==> config.mk <==
export PLATFORM = sky130hd
export DESIGN_NAME = ssbc_core
export DESIGN_NICKNAME = d
export VERILOG_FILES = /design/src/hdl/ssbc_pkg.sv /design/src/hdl/ssbc_core.sv
export SDC_FILE = /design/constraint.sdc
export NUM_CORES = 1
export LEC_CHECK = 0
export BUFFER_PORTS_ARGS = -buffer_cell sky130_fd_sc_hd__buf_2
export CORE_MARGIN = 10
export CORE_UTILIZATION = 55
export CTS_BUF_LIST = sky130_fd_sc_hd__clkbuf_2 sky130_fd_sc_hd__clkbuf_4 sky130_fd_sc_hd__clkbuf_8
export CTS_CLUSTER_DIAMETER = 40
export CTS_CLUSTER_SIZE = 8
export DETAILED_ROUTE_END_ITERATION = 6
export PLACE_DENSITY = 0.75
export RECOVER_POWER = 100
export SYNTH_ARGS = -nofsm -noshare
export SYNTH_HDL_FRONTEND = slang
export SYNTH_SLANG_ARGS = --single-unit
export TNS_END_PERCENT = 30
==> constraint.sdc <==
create_clock -name aclk -period 5.5 [get_ports aclk]
set_input_delay 1.1 -clock aclk [delete_from_list [all_inputs] [get_ports aclk]]
set_output_delay 1.1 -clock aclk [all_outputs]
set_load 0.03 [all_outputs]
==> src/hdl/ssbc_pkg.sv <==
// Shared constants and types for the sync-serial / bus-conflict channel
package ssbc_pkg;
	// ****************************************
	// Register byte offsets
	// ****************************************
	localparam logic [7:0] A_TXB  = 8'h00;
	localparam logic [7:0] A_RXB  = 8'h04;
	localparam logic [7:0] A_MODE = 8'h08;
	localparam logic [7:0] A_CTL0 = 8'h0c;
	localparam logic [7:0] A_CTL1 = 8'h10;
	localparam logic [7:0] A_SPM  = 8'h14;
	localparam logic [7:0] A_IRQ  = 8'h18;
	localparam logic [7:0] A_BRG  = 8'h1c;

	// ****************************************
	// Field positions
	// ****************************************
	localparam int B_CLOCK_DIRECTION_SELECT  = 3;
	localparam int B_IO_POLARITY_INVERT  = 7;
	localparam int B_SHIFT_REGISTER_EMPTY_FLAG  = 3;
	localparam int B_HSDIS  = 4;
	localparam int B_ODRV   = 5;
	localparam int B_TE     = 0;
	localparam int B_TI     = 1;
	localparam int B_RE     = 2;
	localparam int B_RI     = 3;
	localparam int B_IRS    = 4;
	localparam int B_CKSTOP = 5;
	localparam int B_CONFLICT_SAMPLE_SELECT  = 4;
	localparam int B_AUTO_CLEAR_TX_ENABLE   = 5;
	localparam int B_SSS    = 6;
	localparam int B_CKDIV  = 7;
	localparam int B_CKSYNC = 8;
	localparam int B_ITX    = 0;
	localparam int B_IRX    = 1;
	localparam int B_IBC    = 2;
	localparam int B_RTA    = 4;
	localparam int B_RTB    = 5;

	// ****************************************
	// Reset values, modes, counts, answers
	// ****************************************
	localparam logic [7:0] R_CTL0    = 8'h08;
	localparam logic [7:0] R_CTL1    = 8'h02;
	localparam logic [2:0] R_PIN     = 3'h7;
	localparam logic [2:0] M_SYNC    = 3'h1;
	localparam logic [2:0] M_BUS     = 3'h6;
	localparam logic [3:0] C_SYNC_OV = 4'h6;
	localparam logic [3:0] C_SYNC_LS = 4'h7;
	localparam logic [3:0] C_BUS_STP = 4'h9;
	localparam logic [1:0] RESP_OK   = 2'h0;
	localparam logic [1:0] RESP_ERR  = 2'h2;

	typedef enum logic [0:0] {
		ST_IDLE  = 1'b0,
		ST_SHIFT = 1'b1
	} ssbc_st_t;
endpackage

==> src/hdl/ssbc_core.sv <==
// Serial channel: clock-synchronised mode and 9-bit bus mode with conflict detect
//
// The register offsets and the AXI4-Lite interface to the registers are this design's own decisions.
module ssbc_core (
	// Clock and reset
	input  wire logic        aclk,
	input  wire logic        aresetn,
	// AXI4-Lite write address
	input  wire logic        awvalid,
	output logic             awready,
	input  wire logic [7:0]  awaddr,
	// AXI4-Lite write data
	input  wire logic        wvalid,
	output logic             wready,
	input  wire logic [31:0] wdata,
	input  wire logic [3:0]  wstrb,
	// AXI4-Lite write response
	output logic             bvalid,
	input  wire logic        bready,
	output logic [1:0]       bresp,
	// AXI4-Lite read address
	input  wire logic        arvalid,
	output logic             arready,
	input  wire logic [7:0]  araddr,
	// AXI4-Lite read data
	output logic             rvalid,
	input  wire logic        rready,
	output logic [31:0]      rdata,
	output logic [1:0]       rresp,
	// Serial pins
	input  wire logic        trigger_input_pin,
	input  wire logic        serial_clock_i,
	output logic             serial_clock_o,
	output logic             serial_clock_oe,
	input  wire logic        serial_in_pin,
	output logic             serial_out_o,
	output logic             serial_out_oe,
	input  wire logic        timer_underflow,
	// Interrupt requests
	output logic             tx_irq,
	output logic             rx_irq,
	output logic             conflict_irq_40,
	output logic             conflict_irq_41
);
	// ****************************************
	// State
	// ****************************************
	typedef struct packed {
		logic                aw_got;
		logic [7:0]          awaddr;
		logic                w_got;
		logic [31:0]         wdata;
		logic [3:0]          wstrb;
		logic                bvalid;
		logic [1:0]          bresp;
		logic                rvalid;
		logic [31:0]         rdata;
		logic [1:0]          rresp;
		logic [8:0]          tx_buf;
		logic [8:0]          rx_buf;
		logic                overrun_error_flag;
		logic                framing_error_flag;
		logic [7:0]          mode_r;
		logic [7:0]          ctl0;
		logic [7:0]          ctl1;
		logic [8:0]          spm;
		logic [7:0]          brg;
		logic [7:0]          irqr;
		logic [2:0]          ck_s;
		logic [2:0]          tr_s;
		logic [2:0]          rx_s;
		ssbc_pkg::ssbc_st_t  tx_st;
		ssbc_pkg::ssbc_st_t  rx_st;
		logic [3:0]          tx_cnt;
		logic [3:0]          rx_cnt;
		logic [8:0]          tx_sh;
		logic [8:0]          rx_sh;
		logic                tx_lvl;
		logic                div_ph;
		logic [7:0]          baud_cnt;
		logic                ick;
	} ssbc_state_t;

	ssbc_state_t q;
	ssbc_state_t d;

	// Readback word of one register; also the base for byte-lane merges
	function automatic logic [31:0] ssbc_rd(input ssbc_state_t s, input logic [7:0] a);
		logic [31:0] r;
		r = 32'h0000_0000;
		case (a)
			ssbc_pkg::A_TXB:  r[8:0] = s.tx_buf;
			ssbc_pkg::A_RXB:  r[15:0] = {s.overrun_error_flag | s.framing_error_flag, 1'b0, s.framing_error_flag, s.overrun_error_flag, 3'h0, s.rx_buf};
			ssbc_pkg::A_MODE: r[7:0] = s.mode_r;
			ssbc_pkg::A_CTL0: r[7:0] = s.ctl0;
			ssbc_pkg::A_CTL1: r[7:0] = s.ctl1;
			ssbc_pkg::A_SPM:  r[8:0] = s.spm;
			ssbc_pkg::A_IRQ:  r[7:0] = s.irqr;
			ssbc_pkg::A_BRG:  r[7:0] = s.brg;
			default:          r = 32'h0000_0000;
		endcase
		return r;
	endfunction

	function automatic logic ssbc_hit(input logic [7:0] a);
		logic h;
		h = 1'b0;
		case (a)
			ssbc_pkg::A_TXB, ssbc_pkg::A_RXB, ssbc_pkg::A_MODE, ssbc_pkg::A_CTL0,
			ssbc_pkg::A_CTL1, ssbc_pkg::A_SPM, ssbc_pkg::A_IRQ, ssbc_pkg::A_BRG: h = 1'b1;
			default: h = 1'b0;
		endcase
		return h;
	endfunction

	// ****************************************
	// Decoded controls and line events
	// ****************************************
	logic        is_sync;
	logic        is_bus;
	logic        inv;
	logic        te;
	logic        ti;
	logic        re;
	logic        ri;
	logic        irs;
	logic        ckdiv;
	logic        run;
	logic        ck_rise;
	logic        ck_fall;
	logic        tr_fall;
	logic        rx_lvl;
	logic        rx_fall;
	logic        dr;
	logic        df;
	logic        tick;
	logic        bc_pt;
	logic        sync_go;
	logic        bus_go;
	logic        tx_load;
	logic        line;
	logic [31:0] wmask;
	logic [31:0] wv;

	assign is_sync = q.mode_r[2:0] == ssbc_pkg::M_SYNC;
	assign is_bus  = q.mode_r[2:0] == ssbc_pkg::M_BUS;
	assign te      = q.ctl1[ssbc_pkg::B_TE];
	assign ti      = q.ctl1[ssbc_pkg::B_TI];
	assign re      = q.ctl1[ssbc_pkg::B_RE];
	assign ri      = q.ctl1[ssbc_pkg::B_RI];
	assign irs     = q.ctl1[ssbc_pkg::B_IRS];
	assign ckdiv   = q.spm[ssbc_pkg::B_CKDIV];
	// polarity only acts in bus mode
	assign inv     = is_bus & q.mode_r[ssbc_pkg::B_IO_POLARITY_INVERT];
	// edges are taken from the second and third stages only
	assign ck_rise = q.ck_s[1] & ~q.ck_s[2];
	assign ck_fall = ~q.ck_s[1] & q.ck_s[2];
	assign tr_fall = ~q.tr_s[1] & q.tr_s[2];
	assign rx_lvl  = q.rx_s[1] ^ inv;
	assign rx_fall = ~rx_lvl & (q.rx_s[2] ^ inv);

	// stop control freezes the derived clock mid-character
	assign run = (q.tx_st == ssbc_pkg::ST_SHIFT) & ~q.ctl1[ssbc_pkg::B_CKSTOP];
	// divide-by-2 uses alternate external rises as fall and rise
	assign df = is_sync & run & (ckdiv ? (ck_rise & ~q.div_ph) : ck_fall);
	assign dr = is_sync & run & (ckdiv ? (ck_rise & q.div_ph) : ck_rise);

	// bus bit clock: own baud rise or external pin rise
	assign tick = is_bus & (q.mode_r[ssbc_pkg::B_CLOCK_DIRECTION_SELECT] ? ck_rise
		: ((q.baud_cnt == q.brg) & ~q.ick));
	assign bc_pt = q.spm[ssbc_pkg::B_CONFLICT_SAMPLE_SELECT] ? timer_underflow : tick;

	// trigger only starts a loaded, enabled transfer
	assign sync_go = is_sync & q.ctl0[ssbc_pkg::B_HSDIS] & tr_fall & te & re & ~ti;
	// optional start on serial input falling edge
	assign bus_go  = is_bus & te & ~ti & (q.spm[ssbc_pkg::B_SSS] ? rx_fall : tick);
	assign tx_load = (q.tx_st == ssbc_pkg::ST_IDLE) & (sync_go | bus_go);

	// Byte-lane merge of a pending write over the current contents
	assign wmask = {{8{q.wstrb[3]}}, {8{q.wstrb[2]}}, {8{q.wstrb[1]}}, {8{q.wstrb[0]}}};
	assign wv    = (ssbc_rd(q, q.awaddr) & ~wmask) | (q.wdata & wmask);

	// ****************************************
	// Next-state logic
	// ****************************************
	// Software clears come first so that hardware sets later win
	always_comb begin
		d = q;
		// two-stage synchronisers plus an edge stage
		d.ck_s = {q.ck_s[1:0], serial_clock_i};
		d.tr_s = {q.tr_s[1:0], trigger_input_pin};
		d.rx_s = {q.rx_s[1:0], serial_in_pin};

		// Write channel: address and data in either order
		if (awvalid && awready) begin
			d.aw_got = 1'b1;
			d.awaddr = awaddr;
		end
		if (wvalid && wready) begin
			d.w_got = 1'b1;
			d.wdata = wdata;
			d.wstrb = wstrb;
		end
		if (q.bvalid && bready) begin
			d.bvalid = 1'b0;
		end
		if (q.aw_got && q.w_got) begin
			d.aw_got = 1'b0;
			d.w_got  = 1'b0;
			d.bvalid = 1'b1;
			d.bresp  = ssbc_hit(q.awaddr) ? ssbc_pkg::RESP_OK : ssbc_pkg::RESP_ERR;
			case (q.awaddr)
				ssbc_pkg::A_TXB: begin
					d.tx_buf = wv[8:0];
					d.ctl1[ssbc_pkg::B_TI] = 1'b0;
				end
				ssbc_pkg::A_MODE: d.mode_r = wv[7:0];
				ssbc_pkg::A_CTL0: d.ctl0 = {wv[7:4], q.ctl0[3], wv[2:0]};
				ssbc_pkg::A_CTL1: d.ctl1 = {wv[7:4], q.ctl1[3], wv[2], q.ctl1[1], wv[0]};
				ssbc_pkg::A_SPM:  d.spm = wv[8:0];
				ssbc_pkg::A_BRG:  d.brg = wv[7:0];
				// Flags clear by writing one; routes are plain bits
				ssbc_pkg::A_IRQ:  d.irqr = {wv[7:3], q.irqr[2:0] & ~(q.wdata[2:0] & wmask[2:0])};
				default: d.bresp = ssbc_pkg::RESP_ERR;
			endcase
		end

		// Read channel; reading the receive buffer releases it
		if (q.rvalid && rready) begin
			d.rvalid = 1'b0;
		end
		if (arvalid && arready) begin
			d.rvalid = 1'b1;
			d.rdata  = ssbc_rd(q, araddr);
			d.rresp  = ssbc_hit(araddr) ? ssbc_pkg::RESP_OK : ssbc_pkg::RESP_ERR;
			if (araddr == ssbc_pkg::A_RXB) begin
				d.ctl1[ssbc_pkg::B_RI] = 1'b0;
				d.overrun_error_flag = 1'b0;
				d.framing_error_flag = 1'b0;
			end
		end

		// Internal baud clock, driven out on the clock pin; idles high
		if (is_bus && !q.mode_r[ssbc_pkg::B_CLOCK_DIRECTION_SELECT]) begin
			if (q.baud_cnt == q.brg) begin
				d.baud_cnt = 8'h00;
				d.ick = ~q.ick;
			end else begin
				d.baud_cnt = q.baud_cnt + 8'h01;
			end
		end else begin
			d.baud_cnt = 8'h00;
			d.ick = 1'b1;
		end

		// Transmit side, and receive side of the sync mode
		if (tx_load) begin
			d.tx_st  = ssbc_pkg::ST_SHIFT;
			d.tx_cnt = 4'h0;
			d.div_ph = 1'b0;
			d.tx_sh  = q.tx_buf;
			d.ctl1[ssbc_pkg::B_TI] = 1'b1;
			d.ctl0[ssbc_pkg::B_SHIFT_REGISTER_EMPTY_FLAG] = 1'b0;
			// Bus mode opens with the start bit at once
			if (is_bus) begin
				d.tx_lvl = 1'b0;
			end
			if (!irs) begin
				d.irqr[ssbc_pkg::B_ITX] = 1'b1;
			end
		end else if (q.tx_st == ssbc_pkg::ST_SHIFT && is_sync) begin
			if (run && ck_rise && ckdiv) begin
				d.div_ph = ~q.div_ph;
			end
			// bit out on derived fall, LSB first
			if (df) begin
				d.tx_lvl = q.tx_sh[0];
				d.tx_sh  = {1'b0, q.tx_sh[8:1]};
			end
			if (dr) begin
				d.tx_cnt = q.tx_cnt + 4'h1;
				d.rx_sh  = {1'b0, rx_lvl, q.rx_sh[7:1]};
				// seventh bit in while the buffer is still unread
				if (q.tx_cnt == ssbc_pkg::C_SYNC_OV && ri) begin
					d.overrun_error_flag = 1'b1;
				end
				if (q.tx_cnt == ssbc_pkg::C_SYNC_LS) begin
					d.tx_st  = ssbc_pkg::ST_IDLE;
					d.tx_lvl = 1'b1;
					d.ctl0[ssbc_pkg::B_SHIFT_REGISTER_EMPTY_FLAG] = 1'b1;
					if (irs) begin
						d.irqr[ssbc_pkg::B_ITX] = 1'b1;
					end
					if (re && !ri) begin
						d.rx_buf = {1'b0, rx_lvl, q.rx_sh[7:1]};
						d.ctl1[ssbc_pkg::B_RI] = 1'b1;
						d.irqr[ssbc_pkg::B_IRX] = 1'b1;
					end
				end
			end
		end else if (q.tx_st == ssbc_pkg::ST_SHIFT && is_bus) begin
			// start, nine data bits, one stop bit
			if (tick) begin
				d.tx_cnt = q.tx_cnt + 4'h1;
				if (q.tx_cnt < ssbc_pkg::C_BUS_STP) begin
					d.tx_lvl = q.tx_sh[0];
					d.tx_sh  = {1'b0, q.tx_sh[8:1]};
				end else if (q.tx_cnt == ssbc_pkg::C_BUS_STP) begin
					d.tx_lvl = 1'b1;
				end else begin
					d.tx_st = ssbc_pkg::ST_IDLE;
					d.ctl0[ssbc_pkg::B_SHIFT_REGISTER_EMPTY_FLAG] = 1'b1;
					if (irs) begin
						d.irqr[ssbc_pkg::B_ITX] = 1'b1;
					end
				end
			end
		end else if (q.tx_st == ssbc_pkg::ST_SHIFT) begin
			// Mode changed under a running character: abandon it
			d.tx_st  = ssbc_pkg::ST_IDLE;
			d.tx_lvl = 1'b1;
			d.ctl0[ssbc_pkg::B_SHIFT_REGISTER_EMPTY_FLAG] = 1'b1;
		end

		// bus-mode receiver, sampled once per bit clock
		if (!is_bus) begin
			d.rx_st = ssbc_pkg::ST_IDLE;
		end else if (tick && q.rx_st == ssbc_pkg::ST_IDLE) begin
			if (re && !rx_lvl) begin
				d.rx_st  = ssbc_pkg::ST_SHIFT;
				d.rx_cnt = 4'h0;
			end
		end else if (tick) begin
			d.rx_cnt = q.rx_cnt + 4'h1;
			if (q.rx_cnt < ssbc_pkg::C_BUS_STP) begin
				d.rx_sh = {rx_lvl, q.rx_sh[8:1]};
			end else begin
				d.rx_st = ssbc_pkg::ST_IDLE;
				if (!rx_lvl) begin
					d.framing_error_flag = 1'b1;
				end
				// an unread buffer keeps its old word
				if (ri) begin
					d.overrun_error_flag = 1'b1;
				end else begin
					d.rx_buf = q.rx_sh;
					d.ctl1[ssbc_pkg::B_RI] = 1'b1;
					d.irqr[ssbc_pkg::B_IRX] = 1'b1;
				end
			end
		end

		if (is_bus && q.tx_st == ssbc_pkg::ST_SHIFT && bc_pt && (q.tx_lvl != rx_lvl)) begin
			d.irqr[ssbc_pkg::B_IBC] = 1'b1;
		end
		// auto-clear overrides any software write of TE
		if (q.spm[ssbc_pkg::B_AUTO_CLEAR_TX_ENABLE] && q.irqr[ssbc_pkg::B_IBC]) begin
			d.ctl1[ssbc_pkg::B_TE] = 1'b0;
		end
	end

	// State register; pins idle high after reset
	always_ff @(posedge aclk) begin
		if (!aresetn) begin
			q        <= '0;
			q.ctl0   <= ssbc_pkg::R_CTL0;
			q.ctl1   <= ssbc_pkg::R_CTL1;
			q.ck_s   <= ssbc_pkg::R_PIN;
			q.tr_s   <= ssbc_pkg::R_PIN;
			q.rx_s   <= ssbc_pkg::R_PIN;
			q.tx_lvl <= 1'b1;
			q.ick    <= 1'b1;
		end else begin
			q <= d;
		end
	end

	// ****************************************
	// Outputs
	// ****************************************
	// Bus handshakes; one write and one read in flight
	assign awready = ~q.aw_got & ~q.bvalid;
	assign wready  = ~q.w_got & ~q.bvalid;
	assign arready = ~q.rvalid;
	assign bvalid  = q.bvalid;
	assign bresp   = q.bresp;
	assign rvalid  = q.rvalid;
	assign rdata   = q.rdata;
	assign rresp   = q.rresp;

	assign line            = q.tx_lvl ^ inv;
	assign serial_out_o    = q.ctl0[ssbc_pkg::B_ODRV] ? 1'b0 : line;
	assign serial_out_oe   = q.ctl0[ssbc_pkg::B_ODRV] ? ~line : 1'b1;
	assign serial_clock_o  = q.ick;
	assign serial_clock_oe = is_bus & ~q.mode_r[ssbc_pkg::B_CLOCK_DIRECTION_SELECT];

	// conflict request steered by the two route bits
	assign tx_irq          = q.irqr[ssbc_pkg::B_ITX];
	assign rx_irq          = q.irqr[ssbc_pkg::B_IRX];
	assign conflict_irq_40 = q.irqr[ssbc_pkg::B_IBC] & q.irqr[ssbc_pkg::B_RTA];
	assign conflict_irq_41 = q.irqr[ssbc_pkg::B_IBC] & q.irqr[ssbc_pkg::B_RTB];
endmodule

### Yosys cells after proc, flatten, opt, wreduce, memory -nomap -nowiden

Memories as Yosys holds them, arrays and structs flattened. A register that Yosys moved wholly into a read port is not among the register bits.
Index checks and enable logic that the tools add are counted.

* $add $sub $neg: 3
* order comparisons: 2
* equality and inequality tests: 32
* muxes and demuxes: 126
* bitwise logic cells: 57
* reductions and logical operators: 58

Operators with widths (number)
* 2-to-1 mux 9 bit: 15
* one-hot mux 8 bit (8 select lines): 2
* 2-to-1 mux 1 bit: 77
* equality test 8 x 5 -> 1 bit, second input constant: 8
* 2-to-1 mux 11 bit: 4
* 2-to-1 mux 10 bit: 4
* 2-to-1 mux 35 bit: 1
* equality test 8 x 4 -> 1 bit, second input constant: 4
* 2-to-1 mux 4 bit: 7
* bitwise AND 1 bit: 27
* AND reduction 2 bit: 11
* bitwise AND 9 bit: 2
* logical AND 1 bit: 18
* inverter 1 bit: 18
* equality test 8 x 3 -> 1 bit, second input constant: 2
* zero test 8 bit: 2
* 2-to-1 mux 2 bit: 8
* nonzero test 2 bit: 7
* != test 4 bit, second input constant: 3
* 2-to-1 mux 5 bit: 2
* 2-to-1 mux 3 bit: 3
* inverter 9 bit: 1
* OR 9 bit: 1
* AND reduction 3 bit: 3
* other kinds (29): 48

* register bits: 160
* memory bits (read-only): 64
* input port bits: 63
* output and inout port bits: 49
* logic and storage cells: 319
* memories kept: 2

Memory list
* (name not given): words 32, bits a word 1, rd ports 1, clocked after memory_dff 1, write ports 0, line ssbc_core.sv:108 `case (a)`
* (name not given): words 32, bits a word 1, rd ports 1, clocked after memory_dff 0, write ports 0, line ssbc_core.sv:108

### Longest topological paths before layout

Gate-level depths: netlist (run 1).

* depth after elaboration: 15
* gate-level depth with buffers: 9
* depth with buffers taken out: 8

### Least setup slack after synthesis (run 1)

Ideal clock, no wire load.

* path type: input to register
* start: in araddr[2]
* end: reg q, in the netlist rdata[7]
* setup time: 0.128 ns
* data arrival time: 2.458 ns
* required time: 5.372 ns
* path slack: 2.915 ns
* stages on the path: 7
* buffers on the path: 2
* path through: buf_2 > buf_1 > mux4_2 > nand3_1 > o21ai_0 > a22oi_1 > nor2_1

* longest elaborated chain between the ends: 2
* elaborated cells on any way between the ends: 9
* classes of those cells: 7 x eq/ne; 1 x mux; 1 x reduce/logical

Ends and longest elaborated chain
* from (decl): line ssbc_core.sv:24 `input wire logic [7:0] araddr,`
* equality test 8 x 5 -> 1 bit (tied with other cells): line ssbc_core.sv:91 `case (a)`
* one-hot mux 8 bit (8 select lines) *: line ssbc_core.sv:91
* to (decl): line ssbc_core.sv:84 `ssbc_state_t q;`

Mark *: on every way between the ends. The rest lies on a longest branch, timed or not.
A chain may end at the register's enable or synchronous reset.

==> results.sh, run 1 <==
export IMPL_yosysTopAreaCell="dfxtp_1"
export IMPL_setup_viol=0
export IMPL_yosysMostFrequentCell="dfxtp_1"
export IMPL_yosys_warnings=0
export IMPL_place_area_sq_um=8100
export IMPL_ir_drop_uv=151
export IMPL_cts_tree="yes"
export IMPL_violations="capacitance limit, slew limit"
export IMPL_start_util=0.568
export IMPL_reg2reg_depth=6
export IMPL_yosysSeqAreaShare=0.391
export IMPL_vias_per_cell=5.97
export IMPL_diodes=0
export IMPL_crit_path_start_kind="input port"
export IMPL_intPower_w=0.00172
export IMPL_cts_made_buffers=17
export IMPL_power_frac_seq=0.509
export IMPL_worstSetupPathType="in -> reg"
export IMPL_grt_setup_unrepaired="no"
export IMPL_cts_max_level=4
export IMPL_synth_cell_types=76
export IMPL_setup_tns_ns=0
export IMPL_r2r_end="q[21]"
export IMPL_drt_iter0_drc=755
export IMPL_finalPower_w=0.00227
export IMPL_synth_edf_count=0
export IMPL_fin_hold_ws_ns=0.413
export IMPL_fin_skew_ns=0.00975
export IMPL_gr_total_overflow=0
export IMPL_hold_start="d[40]"
export IMPL_synth_flop_cell="dfxtp_1"
export IMPL_cts_setup_buffers=0
export IMPL_grt_pass1_wl_um=33300
export IMPL_synth_top_area_frac=0.391
export IMPL_switching_share=0.243
export IMPL_synthTopCellsByArea="dfxtp_1 39%, mux4_2 5.7%, nand2_1 4.9%"
export IMPL_fin_crit_ns=3.54
export IMPL_finalCritPeriodShare=0.644
export IMPL_wire_per_inst_um=18.7
export IMPL_min_path_type="reg -> reg"
export IMPL_p_sw_w=0.000554
export IMPL_dieArea_sq_um=19600
export IMPL_insertion_delay_ns=0.47
export IMPL_vias=6558
export IMPL_drt_first_pass_iters=5
export IMPL_cts_clk_slew_worst_paths_ns=0.08
export IMPL_r2r_slack_ns=2.42
export IMPL_cts_sinks=155
export IMPL_drc=0
export IMPL_design_area_sq_um=8460
export IMPL_status="complete, but fails checks"
export IMPL_ctsRootBufferMaster="clkbuf_8"
export IMPL_dieHeight_um=140
export IMPL_holdPathStages=1
export IMPL_grt_pass1_vias=6286
export IMPL_power_leakage_nw=3.01
export IMPL_dp_hpwl_um=14700
export IMPL_final_nets=977
export IMPL_pwr_share_comb=0.074
export IMPL_drive_gt1_frac=0.141
export IMPL_fill_cells=1277
export IMPL_antenna_found_initial=0
export IMPL_r2r_start="q[90]"
export IMPL_grt_start_max_net_pins=84
export IMPL_port_buffers=64
export IMPL_cts_resized=0
export IMPL_tightest_slew_ns=1.77
export IMPL_ant_nets=0
export IMPL_holdPathEnd="d[41]"
export IMPL_final_hold_viol_count=0
export IMPL_syn_inst=884
export IMPL_coreArea_sq_um=14000
export IMPL_syn_to_final_growth_pct=6.47
export IMPL_io_pins=112
export IMPL_cp_arrival_ns=3.90
export IMPL_cap_viol_max_count=2
export IMPL_track_usage=0.208
export IMPL_cp_required_ns=5.85
export IMPL_place_congestion=0.960
export IMPL_fp_dieW_um=140
export IMPL_wl_um=20600
export IMPL_max_freq_ghz=0.282
export IMPL_p_per_area_nw_per_um2=269
export IMPL_maxSlewViolCount=94
export IMPL_critPathMaxFanout=83
export IMPL_pwr_share_clk=0.417
export IMPL_syn_avg_cell_area_sq_um=8.98
export IMPL_layout_cells_non_filler=1098
export IMPL_fp_row_count=43
export IMPL_endpoint_kind="flop"
export IMPL_async_flop_share=0
export IMPL_yosys_top_cells_count="155 x dfxtp_1, 103 x nand2_1, 81 x nor2_1"
export IMPL_ctsLongestPathBuffers=2
export IMPL_synth_area_sq_um=7940
export IMPL_place_inst=1068
export IMPL_postCtsHoldBufs=0
export IMPL_synth_seq_cells=155
export IMPL_relSlewSlack=-0.178
## stage by stage
stage	util	setup WS [ns]
after floorplan	-	2.91
after global placement	0.579	2.55
after detailed placement	0.579	2.50
after CTS	0.610	2.31
after global routing	0.605	1.73
final	0.605	1.96
## cell families (layout without fill, tap and decap cells)
kind of cell | after synthesis | in the layout | share of synthesized area
adder cells (fa/ha/maj) | 7 | 7 | 0.0110
multiplexers | 72 | 72 | 0.124
buffers and inverters | 101 | 114 | 0.0723
AO/OA/AOI/OAI | 204 | 204 | 0.167
other | 1 | 22 | 0.000472
flip-flops | 155 | 155 | 0.391
AND/OR/NAND/NOR | 324 | 324 | 0.213
XOR/XNOR | 20 | 20 | 0.0221
## worst max path at each step
stage / startpoint / end / slack [ns] / depth (start not counted)
6_report: aresetn / flop / 1.96 / 5
5_1_grt: aresetn / flop / 1.73 / 5
4_1_cts: q[90] / serial_out_o / 2.31 / 5
3_5_place_dp: araddr[1] / rdata[4] / 2.50 / 6
3_3_place_gp: araddr[1] / rdata[4] / 2.55 / 6
2_1_floorplan: araddr[2] / rdata[7] / 2.91 / 7
## flip-flops by register name (all words and copies together) (netlist names), named ones only
register	count
rvalid	1
serial_clock_o	1
d	6
bresp	1
irs	1
tx_irq	1
rresp	1
rx_irq	1
bvalid	1
rdata	12
ckdiv	1
q	127
## critical path, stage by stage
cell,delay (ns)
clkbuf_1,0.99
inv_1,0.19
clkbuf_2,0.96
a21oi_1,0.50
nor2_1,0.07
## layout make-up
| class | count | area [sq um] | share of cell area |
|---|---|---|---|
| Clock buffer | 23 | 292 | 0.0345 |
| Clock inverter | 7 | 139 | 0.0164 |
| Inverter | 14 | 52.6 | 0.00621 |
| Multi-Input combinational cell | 649 | 4320 | 0.511 |
| Sequential cell | 155 | 3100 | 0.367 |
| Tap cell | 180 | 225 | 0.0266 |
| Timing Repair Buffer | 70 | 323 | 0.0382 |
## layer usage
metal  part of all wire  track usage
met1               0.44        0.272
met2               0.45        0.319
met3              0.087       0.0534
met4              0.024       0.0815
met5                  0            0
## layout by cell type (no fill, tap or decap), types with 6 or more instances in the layout
master | synthesis | final
buf_2 | 9 | 35
nand2b_1 | 21 | 21
ha_1 | 7 | 7
nor2_1 | 81 | 81
a22oi_1 | 19 | 19
mux2_2 | 14 | 14
conb_1 | 1 | 22
xnor2_1 | 6 | 6
inv_1 | 14 | 14
and2_1 | 19 | 15
dfxtp_1 | 155 | 155
o21ai_1 | 22 | 12
o21ai_0 | 28 | 38
a211oi_1 | 29 | 30
clkbuf_1 | 27 | 30
nor3_1 | 11 | 11
nor2b_1 | 6 | 6
xor2_1 | 14 | 14
mux4_2 | 20 | 20
clkbuf_8 | 0 | 19
mux2i_1 | 38 | 38
a21oi_1 | 58 | 58
nand3_1 | 28 | 29
nand3b_1 | 7 | 8
and3_1 | 9 | 9
nand2_1 | 103 | 104
## power groups by stage
stage	Clock (W)	Combinational (W)	Sequential, W
after global routing	0.000999	0.000184	0.00116
after floorplan	0	0.000143	0.00118
after CTS	0.000957	0.000168	0.00116
final	0.000949	0.000168	0.00116
after global placement	0	0.000167	0.00118
after detailed placement	0	0.000168	0.00118
No activity file was read; power rests on OpenSTA's default activity.
==> inputs of run 2 (changes only) <==
Settings changed: ABC_AREA set to 1, CORE_UTILIZATION 55 to 54, PLACE_DENSITY 0.75 to 0.77.
Clock period 5.5 ns to 3.05 ns, I/O delays scaled along.
==> results.sh, run 2 <==
export IMPL_status="completed"
export IMPL_setup_tns_ns=0
export IMPL_cts_tree="yes"
export IMPL_drt_iter0_drc=833
export IMPL_insertion_delay_ns=0.48
export IMPL_yosysMostFrequentCell="nand2_1"
export IMPL_cts_sinks=155
export IMPL_io_pins=112
export IMPL_crit_slowest_cell="dfxtp_1"
export IMPL_ant_nets=0
export IMPL_mostFrequentLayoutCell="nand2_1"
export IMPL_drive_gt1_frac=0.0829
export IMPL_final_cell_mix="214 x nand2_1, 192 x inv_1, 155 x dfxtp_1"
export IMPL_largest_reg_flops=127
export IMPL_reg2reg_depth=14
export IMPL_grt_setup_unrepaired="no"
export IMPL_vias_per_cell=5.48
export IMPL_crit_chain="inv_1 -> nand3_1 -> nor2_2 -> xnor2_1 -> or2_2 -> buf_2"
export IMPL_setup_viol=0
export IMPL_finalCritPeriodShare=0.903
export IMPL_track_usage=0.219
export IMPL_yosys_warnings=0
export IMPL_endpoint_kind="primary output"
export IMPL_fin_crit_ns=2.75
export IMPL_cts_max_level=4
export IMPL_grt_pass1_vias=6800
export IMPL_p_per_area_nw_per_um2=453
export IMPL_port_buffers=64
export IMPL_start_util=0.548
export IMPL_cts_clk_slew_worst_paths_ns=0.09
export IMPL_syn_to_final_growth_pct=6.83
export IMPL_cp_arrival_ns=2.14
export IMPL_fill_cells=1460
export IMPL_postCtsHoldBufs=0
export IMPL_coreArea_sq_um=14500
export IMPL_cts_resized=0
export IMPL_place_congestion=1.01
export IMPL_r2r_slack_ns=0.41
export IMPL_grt_pass1_wl_um=35200
export IMPL_holdPathStages=2
export IMPL_gr_total_overflow=0
export IMPL_synth_seq_cells=155
export IMPL_relSlewSlack=0.142
export IMPL_critPathMaxFanout=6
export IMPL_wl_um=22500
export IMPL_ir_drop_uv=306
export IMPL_cp_required_ns=2.44
export IMPL_tightest_slew_ns=1.28
export IMPL_antenna_found_initial=0
export IMPL_diodes=0
export IMPL_r2r_end="q[17]"
export IMPL_r2r_start="q[5]"
export IMPL_crit_path_max_incr_delay_ns=0.32
export IMPL_design_area_sq_um=8480
export IMPL_holdPathEnd="d[43]"
export IMPL_fp_dieW_um=141
export IMPL_synth_area_sq_um=7930
export IMPL_ctsRootBufferMaster="clkbuf_8"
export IMPL_hold_start="trigger_input_pin"
export IMPL_yosys_top_cells_count="211 x nand2_1, 189 x inv_1, 155 x dfxtp_1"
export IMPL_synth_edf_count=0
export IMPL_final_hold_viol_count=0
export IMPL_register_area_sq_um=3100
export IMPL_dp_hpwl_um=16800
export IMPL_cts_setup_buffers=0
export IMPL_grt_start_max_net_pins=52
export IMPL_dieHeight_um=141
export IMPL_syn_avg_cell_area_sq_um=6.91
export IMPL_fp_row_count=44
export IMPL_crit_path_start_kind="flop"
export IMPL_multi_input_area_sq_um=3720
export IMPL_synth_top_area_frac=0.391
export IMPL_vias=7615
export IMPL_power_leakage_nw=3.74
export IMPL_min_path_type="in -> reg"
export IMPL_startpoint="q[89]"
export IMPL_fin_skew_ns=0.0102
export IMPL_syn_inst=1149
export IMPL_yosysSeqAreaShare=0.391
export IMPL_synthTopCellsByArea="dfxtp_1 39%, nand2_1 10%, inv_1 8.9%"
export IMPL_dieArea_sq_um=19900
export IMPL_async_flop_share=0
export IMPL_drt_first_pass_iters=5
export IMPL_wire_per_inst_um=16.2
export IMPL_final_nets=1263
export IMPL_cap_viol_max_count=0
export IMPL_top_register="q"
export IMPL_place_area_sq_um=8200
export IMPL_yosysTopAreaCell="dfxtp_1"
export IMPL_maxSlewViolCount=0
export IMPL_max_freq_ghz=0.363
export IMPL_worstSetupPathType="reg -> out"
export IMPL_cts_made_buffers=17
export IMPL_ctsLongestPathBuffers=2
export IMPL_drc=0
export IMPL_synth_cell_types=48
export IMPL_synth_flop_cell="dfxtp_1"
-- run 2: cell count changes in the layout (fill, tap and decap cells not counted), sizes merged, moves of 19 or more --
cell    delta
o22ai     +39
and2      -19
mux4      -20
nand2b    -21
nand3     +37
nor2      +39
nand2    +113
mux2i     -38
a22oi     -19
o21ai     +22
a211oi    -29
inv      +184
a21oi     +46
-- run 2: worst max-delay path: cells and delay by family, from the launching register on --
| kind | cells | cell delay (ns) |
|---|---|---|
| and+or+nand+nor | 3 | 0.83 |
| buffers and inverters | 2 | 0.34 |
| DFF | 1 | 0.32 |
| xor gates and xnor gates | 1 | 0.17 |
-- run 2: cells by family (layout without fill, tap and decap cells) --
group,after synthesis,in the layout,synth area share
AOI/OAI and AO/OA,266,266,0.194
xor gates and xnor gates,11,11,0.0121
adders and majority gates,7,7,0.0110
buffers and inverters,262,298,0.145
DFF,155,155,0.391
other,1,22,0.000473
and+or+nand+nor,447,447,0.246
-- run 2: worst max-delay path by stage --
stage	to	slack, ns	depth (start not counted)
6_report	serial_out_oe	0.30	6
5_1_grt	q[15]	0.17	15
4_1_cts	serial_out_oe	0.37	6
3_5_place_dp	rx_irq	0.74	10
3_3_place_gp	rx_irq	0.79	10
2_1_floorplan	q[98]	1.20	10
-- run 2: stage by stage --
step / hold slack (ns) / setup WS (ns) / utilization / cells / total power, W
global placement: 0.395 / 0.794 / 0.566 / 1358 / 0.00242
global route: 0.308 / 0.170 / 0.585 / 1390 / 0.00397
finish: 0.307 / 0.297 / 0.585 / 1390 / 0.00384
floorplan: 0.393 / 1.20 / - / 1170 / 0.00236
detailed placement: 0.402 / 0.744 / 0.566 / 1358 / 0.00242
CTS: 0.280 / 0.374 / 0.592 / 1390 / 0.00387
-- run 2: power breakdown --
group / total (W) / internal (W) / switching (W) / leakage [nW]
clock: 0.00146 / 0.000622 / 0.000841 / 0.177
sequential: 0.00209 / 0.00206 / 0.0000247 / 1.26
combinational: 0.000288 / 0.0000679 / 0.000220 / 2.30
total: 0.00384 / 0.00276 / 0.00109 / 3.74
-- run 2: final cells by class --
| cell class | instances | share of cell area |
|---|---|---|
| well taps | 184 | 0.0272 |
| flip-flops and latches | 155 | 0.366 |
| repair buffers | 70 | 0.0373 |
| clock buffers | 19 | 0.0309 |
| clock inverters | 13 | 0.0131 |
| inverters | 196 | 0.0868 |
| multi-input cells | 753 | 0.439 |
-- run 2: routing by layer --
layer / vias up / global-route usage / share of wire
li1: 3761 / - / -
met1: 3463 / 0.280 / 0.43
met2: 341 / 0.336 / 0.44
met3: 50 / 0.0692 / 0.10
met4: 0 / 0.0837 / 0.025
met5: - / 0 / 0
==> inputs of run 3 (changes only) <==
Settings changed: CORE_UTILIZATION 54 to 55, PLACE_DENSITY 0.77 to 0.75, SETUP_SLACK_MARGIN set to 0.4.
Clock period 3.05 ns to 2.98 ns, I/O delays scaled along.
==> results.sh, run 3 (synthesis results as in run 2) <==
export IMPL_status="complete, but fails checks"
export IMPL_violations="capacitance limit, slew limit"
export IMPL_fin_hold_ws_ns=0.321
export IMPL_max_freq_ghz=0.382
export IMPL_final_cell_mix="212 x nand2_1, 191 x inv_1, 154 x dfxtp_1"
export IMPL_cts_max_level=4
export IMPL_coreArea_sq_um=14000
export IMPL_ant_nets=0
export IMPL_mostFrequentLayoutCell="nand2_1"
export IMPL_crit_chain="inv_1 -> nand3_4 -> nor2_2 -> xnor2_1 -> or2_2 -> buf_2"
export IMPL_io_pins=112
export IMPL_cp_required_ns=2.38
export IMPL_layout_cells_non_filler=1391
export IMPL_drive_gt1_frac=0.0941
export IMPL_worstSetupPathType="reg -> out"
export IMPL_place_area_sq_um=8230
export IMPL_drc=0
export IMPL_fin_util=0.616
export IMPL_grt_pass1_vias=6989
export IMPL_track_usage=0.224
export IMPL_fp_dieW_um=140
export IMPL_dp_hpwl_um=17000
export IMPL_p_per_area_nw_per_um2=487
export IMPL_relSlewSlack=-0.103
export IMPL_cts_sinks=155
export IMPL_power_frac_seq=0.510
export IMPL_drt_iter0_drc=720
export IMPL_grt_pass1_wl_um=35800
export IMPL_gr_total_overflow=0
export IMPL_setup_viol=0
export IMPL_r2r_end="q[103]"
export IMPL_largest_reg_flops=127
export IMPL_port_buffers=64
export IMPL_endpoint_kind="primary output"
export IMPL_ctsLongestPathBuffers=2
export IMPL_setup_tns_ns=0
export IMPL_p_sw_w=0.00105
export IMPL_hold_start="serial_in_pin"
export IMPL_power_leakage_nw=3.81
export IMPL_final_nets=1268
export IMPL_drt_first_pass_iters=6
export IMPL_insertion_delay_ns=0.46
export IMPL_antenna_found_initial=0
export IMPL_fin_skew_ns=0.0136
export IMPL_reg2reg_depth=15
export IMPL_wire_per_inst_um=16.3
export IMPL_diodes=0
export IMPL_holdPathStages=2
export IMPL_ctsRootBufferMaster="clkbuf_8"
export IMPL_cp_arrival_ns=2.02
export IMPL_min_path_type="in -> reg"
export IMPL_vias=7608
export IMPL_cts_setup_buffers=0
export IMPL_wl_um=22700
export IMPL_tightest_slew_ns=1.65
export IMPL_design_area_sq_um=8610
export IMPL_dieHeight_um=140
export IMPL_place_inst=1359
export IMPL_pwr_share_comb=0.071
export IMPL_vias_per_cell=5.47
export IMPL_path_delay_family="simple AND/OR/NAND/NOR gates"
export IMPL_cts_made_buffers=17
export IMPL_maxSlewViolCount=38
export IMPL_final_hold_viol_count=0
export IMPL_r2r_start="q[5]"
export IMPL_intPower_w=0.00315
export IMPL_ir_drop_uv=424
export IMPL_cts_tree="yes"
export IMPL_top_register="q"
export IMPL_grt_setup_unrepaired="no"
export IMPL_crit_path_start_kind="flop"
export IMPL_grt_start_max_net_pins=38
export IMPL_switching_share=0.250
export IMPL_pwr_share_clk=0.419
export IMPL_place_congestion=0.996
export IMPL_dieArea_sq_um=19600
export IMPL_fill_cells=1428
export IMPL_start_util=0.567
export IMPL_crit_slowest_cell="dfxtp_1"
export IMPL_fp_row_count=43
export IMPL_finalCritPeriodShare=0.878
export IMPL_r2r_slack_ns=0.48
export IMPL_syn_to_final_growth_pct=8.56
export IMPL_fin_crit_ns=2.62
export IMPL_cap_viol_max_count=1
export IMPL_critPathMaxFanout=6
export IMPL_cts_clk_slew_worst_paths_ns=0.09
export IMPL_holdPathEnd="d[40]"
export IMPL_path_buf_inv=2
export IMPL_crit_path_max_incr_delay_ns=0.33
==> run 3: cell count changes in the layout (fill, tap and decap cells not counted), moves of 2 or more <==
cell,before,now
clkinv_2,0,3
nand3_1,66,63
bufinv_16,0,4
buf_4,2,8
nand3_2,0,2
clkbuf_4,0,3
nand2_1,214,212
clkinv_4,5,0
inv_6,3,1
==> run 3: repair_timing <==
item / 4_1_cts / 5_1_grt
endpoints found under the setup margin: 1 / 1
gates resized for setup: 2 / 2
hold buffers: 0 / 0
==> run 3: how the worst max path moves through the flow <==
stage / startpoint / endpoint / slack (ns) / depth (start not counted)
floorplan: araddr[5] / q[98] / 1.14 / 10
global placement: araddr[5] / q[98] / 0.71 / 11
detailed placement: q[89] / q[35] / 0.67 / 13
CTS: q[89] / serial_out_oe / 0.46 / 6
global route: q[194] / q[66] / 0.21 / 7
finish: q[89] / serial_out_oe / 0.36 / 6
==> run 3: layout make-up <==
type | count | area, sq um | area share
inverters | 196 | 736 | 0.0854
flip-flops and latches | 155 | 3100 | 0.360
clock inverters | 11 | 166 | 0.0193
well taps | 180 | 225 | 0.0261
repair buffers | 75 | 358 | 0.0415
multi-input cells | 753 | 3750 | 0.436
clock buffers | 21 | 270 | 0.0314
==> run 3: power groups by stage <==
stage / logic (W) / clock network [W] / registers [W]
2_1_floorplan: 0.000238 / 0 / 0.00218
3_3_place_gp: 0.000295 / 0 / 0.00219
3_5_place_dp: 0.000298 / 0 / 0.00219
4_1_cts: 0.000299 / 0.00178 / 0.00214
5_1_grt: 0.000333 / 0.00186 / 0.00214
6_report: 0.000299 / 0.00176 / 0.00214
==> run 3: stage by stage <==
step                total power [W]  setup WS [ns]
CTS                         0.00421          0.462
detailed placement          0.00249          0.674
floorplan                   0.00242           1.14
global placement            0.00248          0.713
finish                      0.00420          0.363
global route                0.00434          0.213
==> run 3: metal layers <==
| layer | part of all wire | track usage | vias to the layer above |
|---|---|---|---|
| met1 | 0.44 | 0.282 | 3442 |
| met2 | 0.44 | 0.354 | 343 |
| li1 | - | - | 3772 |
| met3 | 0.088 | 0.0710 | 51 |
| met5 | 0 | 0 | - |
| met4 | 0.030 | 0.0788 | 0 |
